<file path="src/bst_pkg.sv">
// shared constants, types and helpers of the boundary scan test unit
package bst_pkg;

    // ********************************************************
    // sizes
    // ********************************************************
    localparam int NUM_PINS = 124;
    localparam int NUM_CELLS = 344;
    localparam int IR_W = 3;
    localparam int ID_W = 32;

    // set where a scan position is a one-cell input; index is position-1
    localparam logic [NUM_PINS-1:0] IN_ONLY_MASK =
        (124'h1 << 16) | (124'h1 << 17) | (124'h1 << 86) |
        (124'h1 << 92) | (124'h1 << 93) | (124'h1 << 97) |
        (124'h1 << 106) | (124'h1 << 107) | (124'h1 << 116) |
        (124'h1 << 117) | (124'h1 << 120) | (124'h1 << 121) |
        (124'h1 << 122) | (124'h1 << 123);
    localparam int IN_CELLS = 1;
    localparam int IO_CELLS = 3;
    localparam int CELL_OUT_OFS = 1;
    localparam int CELL_OE_OFS = 2;

    // ********************************************************
    // reset and load values
    // ********************************************************
    localparam logic CELL_RST = 1'b0;
    localparam logic ID_LSB = 1'b1;
    localparam logic BYP_CAPTURE = 1'b0;

    // ********************************************************
    // types
    // ********************************************************
    typedef enum logic [2:0] {
        BST_EXTEST = 3'h0,
        BST_INTEST = 3'h1,
        BST_SAMPLE = 3'h2,
        BST_IDCODE = 3'h3,
        BST_BYPASS = 3'h7
    } bst_instr_e;

    localparam logic [IR_W-1:0] IR_CAPTURE_VAL = 3'h1;
    localparam logic [IR_W-1:0] IR_RESET_VAL = 3'h3;

    typedef enum logic [3:0] {
        ST_RESET = 4'h0, ST_IDLE = 4'h1, ST_SEL_DR = 4'h2, ST_CAP_DR = 4'h3,
        ST_SH_DR = 4'h4, ST_EX1_DR = 4'h5, ST_PAU_DR = 4'h6,
        ST_EX2_DR = 4'h7, ST_UPD_DR = 4'h8, ST_SEL_IR = 4'h9,
        ST_CAP_IR = 4'ha, ST_SH_IR = 4'hb, ST_EX1_IR = 4'hc,
        ST_PAU_IR = 4'hd, ST_EX2_IR = 4'he, ST_UPD_IR = 4'hf
    } bst_state_e;

    typedef struct packed {
        logic tck;
        logic tms;
        logic tdi;
    } bst_tap_s;

    typedef struct packed {
        logic [NUM_PINS-1:0] out;
        logic [NUM_PINS-1:0] oe;
    } bst_drive_s;

    // ********************************************************
    // helpers
    // ********************************************************
    function automatic int cell_base(input int pos);
        int acc;
        acc = 0;
        for (int p = 0; p < pos; p++) begin
            acc += IN_ONLY_MASK[p] ? IN_CELLS : IO_CELLS;
        end
        return acc;
    endfunction

    // unknown codes fall back to the bypass path
    function automatic bst_instr_e decode_ir(input logic [IR_W-1:0] ir);
        case (ir)
            3'h0: return BST_EXTEST;
            3'h1: return BST_INTEST;
            3'h2: return BST_SAMPLE;
            3'h3: return BST_IDCODE;
            default: return BST_BYPASS;
        endcase
    endfunction

endpackage

</file>
<file path="src/bst_tap_fsm.sv">
// sixteen-state test port sequencer, advanced once per test clock rise
`timescale 1ns/1ps
module bst_tap_fsm (
    // clock and reset
    input wire logic i_clock,
    input wire logic i_rst_n,
    // test clock rise and mode select
    input wire logic i_step,
    input wire logic i_tms,
    // state
    output bst_pkg::bst_state_e o_state
);
    import bst_pkg::*;

    bst_state_e state_q;
    bst_state_e state_d;

    always_comb begin
        state_d = state_q;
        if (i_step) begin
            case (state_q)
                ST_RESET: state_d = i_tms ? ST_RESET : ST_IDLE;
                ST_IDLE: state_d = i_tms ? ST_SEL_DR : ST_IDLE;
                ST_SEL_DR: state_d = i_tms ? ST_SEL_IR : ST_CAP_DR;
                ST_CAP_DR: state_d = i_tms ? ST_EX1_DR : ST_SH_DR;
                ST_SH_DR: state_d = i_tms ? ST_EX1_DR : ST_SH_DR;
                ST_EX1_DR: state_d = i_tms ? ST_UPD_DR : ST_PAU_DR;
                ST_PAU_DR: state_d = i_tms ? ST_EX2_DR : ST_PAU_DR;
                ST_EX2_DR: state_d = i_tms ? ST_UPD_DR : ST_SH_DR;
                ST_UPD_DR: state_d = i_tms ? ST_SEL_DR : ST_IDLE;
                ST_SEL_IR: state_d = i_tms ? ST_RESET : ST_CAP_IR;
                ST_CAP_IR: state_d = i_tms ? ST_EX1_IR : ST_SH_IR;
                ST_SH_IR: state_d = i_tms ? ST_EX1_IR : ST_SH_IR;
                ST_EX1_IR: state_d = i_tms ? ST_UPD_IR : ST_PAU_IR;
                ST_PAU_IR: state_d = i_tms ? ST_EX2_IR : ST_PAU_IR;
                ST_EX2_IR: state_d = i_tms ? ST_UPD_IR : ST_SH_IR;
                ST_UPD_IR: state_d = i_tms ? ST_SEL_DR : ST_IDLE;
                default: state_d = ST_RESET;
            endcase
        end
    end

    // power-on reset lands the sequencer in test-logic-reset
    always_ff @(posedge i_clock) begin
        if (!i_rst_n) begin
            state_q <= ST_RESET;
        end else begin
            state_q <= state_d;
        end
    end

    assign o_state = state_q;

endmodule

</file>
<file path="src/bst_tap_unit.sv">
// boundary scan test access unit: scan chain, instruction and id paths
`timescale 1ns/1ps
// What this block does
// - input one cell, output three, bidirectional three
// - some single-direction pins use three cells
// - boundary register is exactly 344 cells
// - all boundary cells start at zero
// - positions rise toward output; last is input
// - decode five codes; others act as bypass
// - extest captures pads, drives outputs from cells
// - extest shifts, updates outputs, then recaptures
// - intest captures core outputs, cells feed core
// - intest shifts, then updates cells driving core
// - capture-IR loads code 001
// - sample snapshots pins without disturbing function
// - idcode shifts 32-bit word, LSB one
// - test-logic-reset loads code 011
// - bypass delays data by one test clock
// - power-on reset resets the state machine
module bst_tap_unit #(
    parameter logic [3:0] ID_VERSION = 4'h1, // arbitrary value
    parameter logic [15:0] ID_DEVICE = 16'h1234, // arbitrary value
    parameter logic [10:0] ID_MAKER = 11'h055 // arbitrary value
) (
    // clock and power-on reset
    input wire logic i_clock,
    input wire logic i_rst_n,
    // serial test port
    input wire bst_pkg::bst_tap_s i_tap,
    output logic o_tdo,
    output logic o_tdo_oe,
    // pad side
    input wire logic [bst_pkg::NUM_PINS-1:0] i_pad_in,
    output bst_pkg::bst_drive_s o_pad,
    // core side
    input wire bst_pkg::bst_drive_s i_core,
    output logic [bst_pkg::NUM_PINS-1:0] o_core_in
);
    import bst_pkg::*;

    // ********************************************************
    // pin synchronisers and test clock edges
    // ********************************************************
    bst_tap_s tap_s1_q;
    bst_tap_s tap_s2_q;
    logic tck_last_q;
    logic [NUM_PINS-1:0] pad_s1_q;
    logic [NUM_PINS-1:0] pad_s2_q;
    logic tck_rise;
    logic tck_fall;

    always_ff @(posedge i_clock) begin
        if (!i_rst_n) begin
            tap_s1_q <= '0;
            tap_s2_q <= '0;
            tck_last_q <= 1'b0;
            pad_s1_q <= '0;
            pad_s2_q <= '0;
        end else begin
            tap_s1_q <= i_tap;
            tap_s2_q <= tap_s1_q;
            tck_last_q <= tap_s2_q.tck;
            pad_s1_q <= i_pad_in;
            pad_s2_q <= pad_s1_q;
        end
    end

    // the test clock is 8 system clocks, so edges are found reliably
    assign tck_rise = tap_s2_q.tck & ~tck_last_q;
    assign tck_fall = ~tap_s2_q.tck & tck_last_q;

    bst_state_e state;

    bst_tap_fsm u_fsm (
        .i_clock(i_clock),
        .i_rst_n(i_rst_n),
        .i_step(tck_rise),
        .i_tms(tap_s2_q.tms),
        .o_state(state)
    );

    // ********************************************************
    // instruction path
    // ********************************************************
    logic [IR_W-1:0] irsh_q;
    logic [IR_W-1:0] irsh_d;
    logic [IR_W-1:0] ir_q;
    logic [IR_W-1:0] ir_d;
    bst_instr_e mode;

    always_comb begin
        irsh_d = irsh_q;
        ir_d = ir_q;
        if (state == ST_RESET) begin
            ir_d = IR_RESET_VAL;
        end
        if (tck_rise && state == ST_CAP_IR) begin
            irsh_d = IR_CAPTURE_VAL;
        end else if (tck_rise && state == ST_SH_IR) begin
            irsh_d = {tap_s2_q.tdi, irsh_q[IR_W-1:1]};
        end
        if (tck_fall && state == ST_UPD_IR) begin
            ir_d = irsh_q;
        end
    end

    always_ff @(posedge i_clock) begin
        if (!i_rst_n) begin
            irsh_q <= IR_RESET_VAL;
            ir_q <= IR_RESET_VAL;
        end else begin
            irsh_q <= irsh_d;
            ir_q <= ir_d;
        end
    end

    assign mode = decode_ir(ir_q);

    // ********************************************************
    // boundary cells: capture values and pin drive
    // ********************************************************
    logic [NUM_CELLS-1:0] cap_val;
    logic [NUM_CELLS-1:0] chain_q;
    logic [NUM_CELLS-1:0] chain_d;
    logic [NUM_CELLS-1:0] upd_q;
    logic [NUM_CELLS-1:0] upd_d;
    logic intest;
    logic extest;

    assign intest = (mode == BST_INTEST);
    assign extest = (mode == BST_EXTEST);

    // cell 0 sits next to the serial input, the last next to the output
    for (genvar p = 0; p < NUM_PINS; p++) begin : g_pin
        localparam int B = cell_base(p);
        if (IN_ONLY_MASK[p]) begin : g_in
            // intest keeps the held value instead of the live pad
            assign cap_val[B] = intest ? upd_q[B] : pad_s2_q[p];
            assign o_core_in[p] = intest ? upd_q[B] : i_pad_in[p];
            assign o_pad.out[p] = 1'b0;
            assign o_pad.oe[p] = 1'b0;
        end else begin : g_io
            // single-direction pins of this group still get three cells
            assign cap_val[B] = intest ? upd_q[B] : pad_s2_q[p];
            assign cap_val[B+CELL_OUT_OFS] = i_core.out[p];
            assign cap_val[B+CELL_OE_OFS] = i_core.oe[p];
            assign o_core_in[p] = intest ? upd_q[B] : i_pad_in[p];
            // sample leaves the functional path untouched
            assign o_pad.out[p] = (extest || intest)
                ? upd_q[B+CELL_OUT_OFS] : i_core.out[p];
            assign o_pad.oe[p] = (extest || intest)
                ? upd_q[B+CELL_OE_OFS] : i_core.oe[p];
        end
    end

    // ********************************************************
    // data registers
    // ********************************************************
    logic [ID_W-1:0] id_q;
    logic [ID_W-1:0] id_d;
    logic byp_q;
    logic byp_d;
    logic dr_bound;

    assign dr_bound = extest || intest || (mode == BST_SAMPLE);

    always_comb begin
        chain_d = chain_q;
        upd_d = upd_q;
        id_d = id_q;
        byp_d = byp_q;
        if (tck_rise && state == ST_CAP_DR) begin
            if (dr_bound) begin
                chain_d = cap_val;
            end
            id_d = {ID_VERSION, ID_DEVICE, ID_MAKER, ID_LSB};
            byp_d = BYP_CAPTURE;
        end else if (tck_rise && state == ST_SH_DR) begin
            if (dr_bound) begin
                chain_d = {chain_q[NUM_CELLS-2:0], tap_s2_q.tdi};
            end
            id_d = {tap_s2_q.tdi, id_q[ID_W-1:1]};
            byp_d = tap_s2_q.tdi;
        end
        if (tck_fall && state == ST_UPD_DR && dr_bound) begin
            upd_d = chain_q;
        end
    end

    always_ff @(posedge i_clock) begin
        if (!i_rst_n) begin
            chain_q <= {NUM_CELLS{CELL_RST}};
            upd_q <= {NUM_CELLS{CELL_RST}};
            id_q <= '0;
            byp_q <= BYP_CAPTURE;
        end else begin
            chain_q <= chain_d;
            upd_q <= upd_d;
            id_q <= id_d;
            byp_q <= byp_d;
        end
    end

    // ********************************************************
    // serial output, changed on falling test clock
    // ********************************************************
    logic tdo_q;
    logic tdo_d;
    logic tdo_oe_q;
    logic tdo_oe_d;

    always_comb begin
        tdo_d = tdo_q;
        tdo_oe_d = tdo_oe_q;
        if (tck_fall) begin
            tdo_oe_d = (state == ST_SH_IR) || (state == ST_SH_DR);
            if (state == ST_SH_IR) begin
                tdo_d = irsh_q[0];
            end else if (mode == BST_IDCODE) begin
                tdo_d = id_q[0];
            end else if (mode == BST_BYPASS) begin
                tdo_d = byp_q;
            end else begin
                tdo_d = chain_q[NUM_CELLS-1];
            end
        end
    end

    always_ff @(posedge i_clock) begin
        if (!i_rst_n) begin
            tdo_q <= 1'b0;
            tdo_oe_q <= 1'b0;
        end else begin
            tdo_q <= tdo_d;
            tdo_oe_q <= tdo_oe_d;
        end
    end

    assign o_tdo = tdo_q;
    assign o_tdo_oe = tdo_oe_q;
endmodule

</file>
<file path="config.mk">
export PLATFORM = sky130hd
export DESIGN_NAME = bst_tap_unit
export DESIGN_NICKNAME = d
export VERILOG_FILES = /design/src/bst_pkg.sv /design/src/bst_tap_fsm.sv /design/src/bst_tap_unit.sv
export SDC_FILE = /design/constraint.sdc
export NUM_CORES = 2
export LEC_CHECK = 0
export BUFFER_PORTS_ARGS = -buffer_cell sky130_fd_sc_hd__buf_2
export CAP_MARGIN = 20
export CORE_MARGIN = 2
export CORE_UTILIZATION = 40
export DETAILED_ROUTE_END_ITERATION = 10
export GPL_TIMING_DRIVEN = 0
export HOLD_SLACK_MARGIN = 0.1
export PLACE_DENSITY = 0.58
export RECOVER_POWER = 50
export SYNTH_ARGS = -nofsm -noshare
export SYNTH_HDL_FRONTEND = slang
export SYNTH_SLANG_ARGS = --single-unit
</file>
<file path="constraint.sdc">
create_clock -name i_clock -period 1.9 [get_ports i_clock]
set_input_delay 0.19 -clock i_clock [delete_from_list [all_inputs] [get_ports i_clock]]
set_output_delay 0.19 -clock i_clock [all_outputs]
set_load 0.02 [all_outputs]
</file>
# Yosys cells after proc, flatten, opt, wreduce, memory -nomap -nowiden

Index checks and enable logic that the tools add are counted.

Bits in registers: 988
Bits of input ports: 377
Output and inout bits: 374
Logic and storage cells: 566

Eq/ne operators: 24
Multiplexer cells: 495
Bitwise operators: 5
Reductions and logical operators: 22

Operators by type and width:

| cell                 | count |
|---|---|
| $mux W344            | 4 |
| $mux W1              | 474 |
| $mux W29             | 2 |
| $pmux W4 S12         | 1 |
| $eq A4 B4 Y1 const B | 8 |
| $eq A4 B3 Y1 const B | 4 |
| $mux W4              | 4 |
| $eq A3 B2 Y1 const B | 4 |
| $mux W3              | 4 |
| $pmux W3 S4          | 1 |
| $mux W2              | 5 |
| $eq A4 B2 Y1 const B | 2 |
| $reduce_or A2 Y1     | 4 |
| $logic_and A1 B1 Y1  | 7 |
| $eq A3 B1 Y1 const B | 2 |
| $logic_not A3 Y1     | 2 |
| $reduce_bool A2 Y1   | 3 |
| $eq A4 B1 Y1 const B | 1 |
| $logic_not A4 Y1     | 1 |
| $ne A2 B2 Y1 const B | 2 |
| $eq A3 B3 Y1 const B | 1 |
| $logic_or A1 B1 Y1   | 3 |
| $not A1 Y1           | 3 |
| $reduce_and A3 Y1    | 1 |
| 2 further kinds      | 3 |

# Logic depth before layout (Yosys ltp)

Depth after elaboration: 8
Depth in mapped cells: 8
Depth with buffers taken out: 4

# By module

A second synthesis with hierarchy kept.

Cells, all modules: 5013
Area total of the unflattened synthesis: 40666.5 um2

By module, submodules not included:

| module       | instances | cells each | area an instance (um2) | seq. area each (um2) |
|---|---|---|---|---|
| bst_tap_unit | 1         | 4971       | 40324.9                | 19678.9 |
| bst_tap_fsm  | 1         | 42         | 341.6                  | 80.1 |

# Worst setup path after synthesis

Ideal clock, no wire load.

Path type: flip-flop to output port
From: register ir_q[2]
To: output o_core_in[0] (netlist name)
Data arrival time: 1.577 ns
Required time: 1.710 ns
Path slack: 0.133 ns
Cell stages (with the launch flop): 7
Path buffers: 3
Cells stage by stage: dfxtp_1 or3b_1 buf_2 clkbuf_1 buf_1 nand2_1 nand2_1

Longest elaborated chain between the ends: 4
Elaborated cells between the ends (all ways): 7
Classes of those cells: 4 x eq/ne; 2 x mux; 1 x reduce/logical

Ends and longest elaborated chain:

| item                                 | line                | RTL |
|---|---|---|
| from (decl)                          | bst_tap_unit.sv:87  | `logic [IR_W-1:0] ir_q;` |
| from (signal assigned)               | bst_tap_unit.sv:113 | `ir_q <= ir_d;` |
| $eq A3 B2 Y1 (tied with other cells) | bst_pkg.sv:78       | `case (ir)` |
| $pmux W3 S4 *                        | bst_pkg.sv:78       |  |
| $eq A3 B1 Y1 *                       | bst_tap_unit.sv:130 | `assign intest = (mode == BST_INTEST);` |
| $mux W1 *                            | bst_tap_unit.sv:147 | `assign o_core_in[p] = intest ? upd_q[B] : i_pad_in[p];` |
| to (decl)                            | bst_tap_unit.sv:37  | `output logic [bst_pkg::NUM_PINS-1:0] o_core_in` |

Every way passes the cells marked *; elsewhere a longest branch is shown, timed or not.

# Worst setup path after layout

From: register ir_q[0]
To: output o_core_in[102] (netlist name)

The elaborated chain is that of the path after synthesis.

==> impl_metrics.env <==
export IMPL_status="complete, but fails checks"
export IMPL_violations="setup timing"
export IMPL_synth_yosys_seq_area_share_pct=48.3
export IMPL_fin_setup_tns_ps=-295760
export IMPL_worstPathArrival_ps=2470
export IMPL_vias=40515
export IMPL_clockPowerShare_pct=45.3
export IMPL_ys_types=57
export IMPL_setup_worst_path_end_class="output port"
export IMPL_synth_seq_cells=987
export IMPL_syn_inst=4898
export IMPL_start_util_pct=40.3
export IMPL_tightestPinTransition_ps=1190
export IMPL_skew_ps=22.2
export IMPL_clock_sinks=987
export IMPL_grt_max_degree=15
export IMPL_setup_viol=885
export IMPL_intPower_mw=34.3
export IMPL_yosysWarnings=0
export IMPL_hold_viol=0
export IMPL_startpoint="ir_q[0]"
export IMPL_crit_type="reg -> out"
export IMPL_reg2reg_depth=6
export IMPL_synth_edf_count=0
export IMPL_hpwl_um=120000
export IMPL_irDropWorstVdd_uv=637
export IMPL_grt_pass1_vias=38657
export IMPL_crit_slowest_cell="or3b_4"
export IMPL_wire_per_inst_um=22.1
export IMPL_insertion_delay_ps=690
export IMPL_cp_cell_sequence="or3b_4, buf_12, clkbuf_16, buf_16, clkbuf_16, nand2_1, nand2_1, buf_2"
export IMPL_globalplace_congestion=0.878
export IMPL_clk_pin_slew_ps=60
export IMPL_drc=0
export IMPL_power_switching_mw=10.9
export IMPL_layout_drive_gt1_share_pct=26.0
export IMPL_io_buffer_count=694
export IMPL_p_comb_share_pct=8.2
export IMPL_post_route_period_util_pct=140
export IMPL_htree_num_levels=3
export IMPL_synth_commonest_cells="nand2_1 (1349), dfxtp_1 (987), a21oi_1 (661), and2_1 (256), clkbuf_1 (247)"
export IMPL_ys_flop_type="dfxtp_1"
export IMPL_synthAdderAreaFrac_pct=0
export IMPL_critPathRequiredTime_ps=1710
export IMPL_gr_usage_all_layers_pct=30.1
export IMPL_critPathCapture="o_core_in[102]"
export IMPL_yosysMostFrequentCell="nand2_1"
export IMPL_dr_pass1_iters=5
export IMPL_cpPeakStageDelay_ps=450
export IMPL_p_per_area_nw_per_um2=808
export IMPL_core_um2=102000
export IMPL_rsz0062_at_grt="true"
export IMPL_synth_xor_area_share_pct=0.0428
export IMPL_crit_fanout=10
export IMPL_regToRegEndpoint="chain_q[143]"
export IMPL_routed_wl_um=168000
export IMPL_crit_buf_inv=5
export IMPL_max_cap_violations=0
export IMPL_dieArea_um2=105000
export IMPL_cts_made_buffers=107
export IMPL_path_depth=8
export IMPL_row_count=117
export IMPL_period_needed_ps=2660
export IMPL_rr_startpoint="u_fsm.o_state[2]"
export IMPL_seqPwrFrac_pct=46.5
export IMPL_fin_util_pct=55.0
export IMPL_cts_tree="done"
export IMPL_yosysTopAreaCell="dfxtp_1"
export IMPL_syn_mean_instance_area_um2=8.35
export IMPL_nNetsFinal=6498
export IMPL_critPathLaunchType="register"
export IMPL_fill_cells=9561
export IMPL_synth_compound_area_share_pct=19.4
export IMPL_rrSetupSlack_ps=-430
export IMPL_synth_area_um2=40900
export IMPL_ant_nets=0
export IMPL_gr_total_overflow=0
export IMPL_die_x_um=324
export IMPL_slew_viol_final=0
export IMPL_fmax_ghz=0.375
export IMPL_synth_simple_area_share_pct=20.6
export IMPL_hp_class="in -> reg"
export IMPL_grt_first_pass_wirelength_um=239000
export IMPL_vias_per_cell=5.34
export IMPL_drtIter0Drc=3272
export IMPL_synthMuxAreaShare_pct=6.15
export IMPL_die_h_um=324
export IMPL_p_sw_share_pct=24.1
export IMPL_antenna_found_initial=17
export IMPL_syn_to_final_growth_pct=36.6
export IMPL_synth_top_family_by_area="simple AND/OR/NAND/NOR gates"
export IMPL_synth_top_area_share_pct=48.3
export IMPL_synth_area_leaders="dfxtp_1 (48%), nand2_1 (12%), a21oi_1 (8.1%), mux2_2 (6.1%), and2_1 (3.9%)"
export IMPL_p_leak_nw=21.7
export IMPL_synthArstFlopShare_pct=0
export IMPL_root_buffer="clkbuf_16"
export IMPL_clk_path_buf_depth=3
export IMPL_fin_ws_ps=-764
export IMPL_path_delay_family="buffers and inverters"
export IMPL_ios=751
export IMPL_slew_headroom_pct=20.8
[worst register-to-register path, stage by stage (launching register included)]
cell,delay (ps)
dfxtp_1,440
and3b_1,200
buf_4,180
o211ai_4,210
buf_4,360
clkbuf_1,560
o311ai_1,230
[routing by layer]
metal	global-route usage, %	share of wire [%]	vias to the layer above
met5	0	0.028	-
met4	13.6	4.5	8
met3	5.09	6.7	360
met2	48.7	46	1548
met1	39.2	42	19436
li1	-	-	19163
[timing repair]
| item | CTS | global route |
|---|---|---|
| buffers inserted | 12 | 13 |
| hold buffers | 347 | 0 |
| gates cloned | 3 | 12 |
| resized for setup | 237 | 545 |
| endpoints found under the setup margin | 1054 | 1077 |
| hold endpoints to repair | 347 | 0 |
| pin swaps | 19 | 10 |
[cells by family after synthesis]
kind of cell,Yosys count
other,1
buffers and inverters,471
AOI/OAI and AO/OA,1305
DFF,987
muxes,224
and+or+nand+nor,1908
xor gates and xnor gates,2
[through the flow]
step / setup slack (ps) / hold slack [ps] / std cells / cell area [µm²] / total power [mW]
4_1_cts: -777 / 122 / 7547 / 54100 / 45.2
5_1_grt: -815 / 247 / 7579 / 55900 / 46.4
6_report: -764 / 255 / 7584 / 55900 / 45.2
2_1_floorplan: 133 / 312 / 4925 / 41000 / 22.9
3_5_place_dp: -1690 / 401 / 6994 / 46300 / 24.3
3_3_place_gp: -1990 / 406 / 6987 / 46200 / 24.3
[registers in the layout, summed over array words and instances (netlist names)]
| signal | count |
|---|---|
| chain_q | 344 |
| id_q | 32 |
| ir_q | 3 |
| irsh_q | 3 |
| o_tdo | 1 |
| o_tdo_oe | 1 |
| pad_s1_q | 124 |
| pad_s2_q | 124 |
| tap_s1_q | 3 |
| tap_s2_q | 3 |
| tck_last_q | 1 |
| u_fsm.o_state | 4 |
| upd_q | 344 |
[cells in the final DEF, fill, tap and decap left out, types with 26 or more instances in the layout]
master,instances
buf_2,658
clkbuf_8,30
a21boi_0,117
and2_1,193
o21ai_1,53
nand4_1,126
o21ai_0,167
o311ai_1,116
conb_1,28
buf_12,26
buf_6,110
dlygate4sd3_1,347
clkbuf_16,129
clkbuf_4,28
buf_4,94
dfxtp_1,980
mux2_4,49
nand2_1,1306
clkbuf_1,235
and2_0,62
a21oi_2,156
a21oi_1,644
nand3_1,136
mux2_2,171
[power by group through the flow]
stage / combinational (mW) / clock (mW) / sequential, mW
4_1_cts: 3.51 / 20.7 / 21.0
3_5_place_dp: 2.85 / 0 / 21.5
6_report: 3.69 / 20.5 / 21.0
2_1_floorplan: 1.46 / 0 / 21.4
5_1_grt: 3.88 / 21.5 / 21.0
3_3_place_gp: 2.85 / 0 / 21.5
[cell type report]
| class | instances | area, µm² | area share, % |
|---|---|---|---|
| diodes | 13 | 32.5 | 0.0582 |
| plain buffers | 467 | 3240 | 5.80 |
| clock buffers | 165 | 3220 | 5.76 |
| clock inverters | 26 | 198 | 0.354 |
| inverters | 3 | 11.3 | 0.0202 |
| multi-input cells | 3467 | 19600 | 35.1 |
| flip-flops and latches | 987 | 19800 | 35.4 |
| well taps | 1368 | 1710 | 3.06 |
| repair buffers | 1088 | 8080 | 14.5 |
[worst min path at each step]
stage | from | end | slack [ps] | cells past startpoint
after global placement | i_tap[0] | tap_s1_q[0] | 410 | 2
after CTS | i_rst_n | chain_q[64] | 120 | 4
final | i_tap[2] | tap_s1_q[2] | 260 | 3
after floorplan | i_pad_in[0] | pad_s1_q[0] | 310 | 1
after detailed placement | i_tap[0] | tap_s1_q[0] | 400 | 2
after global routing | i_tap[0] | tap_s1_q[0] | 250 | 3
No activity file was read; power rests on OpenSTA's default activity.
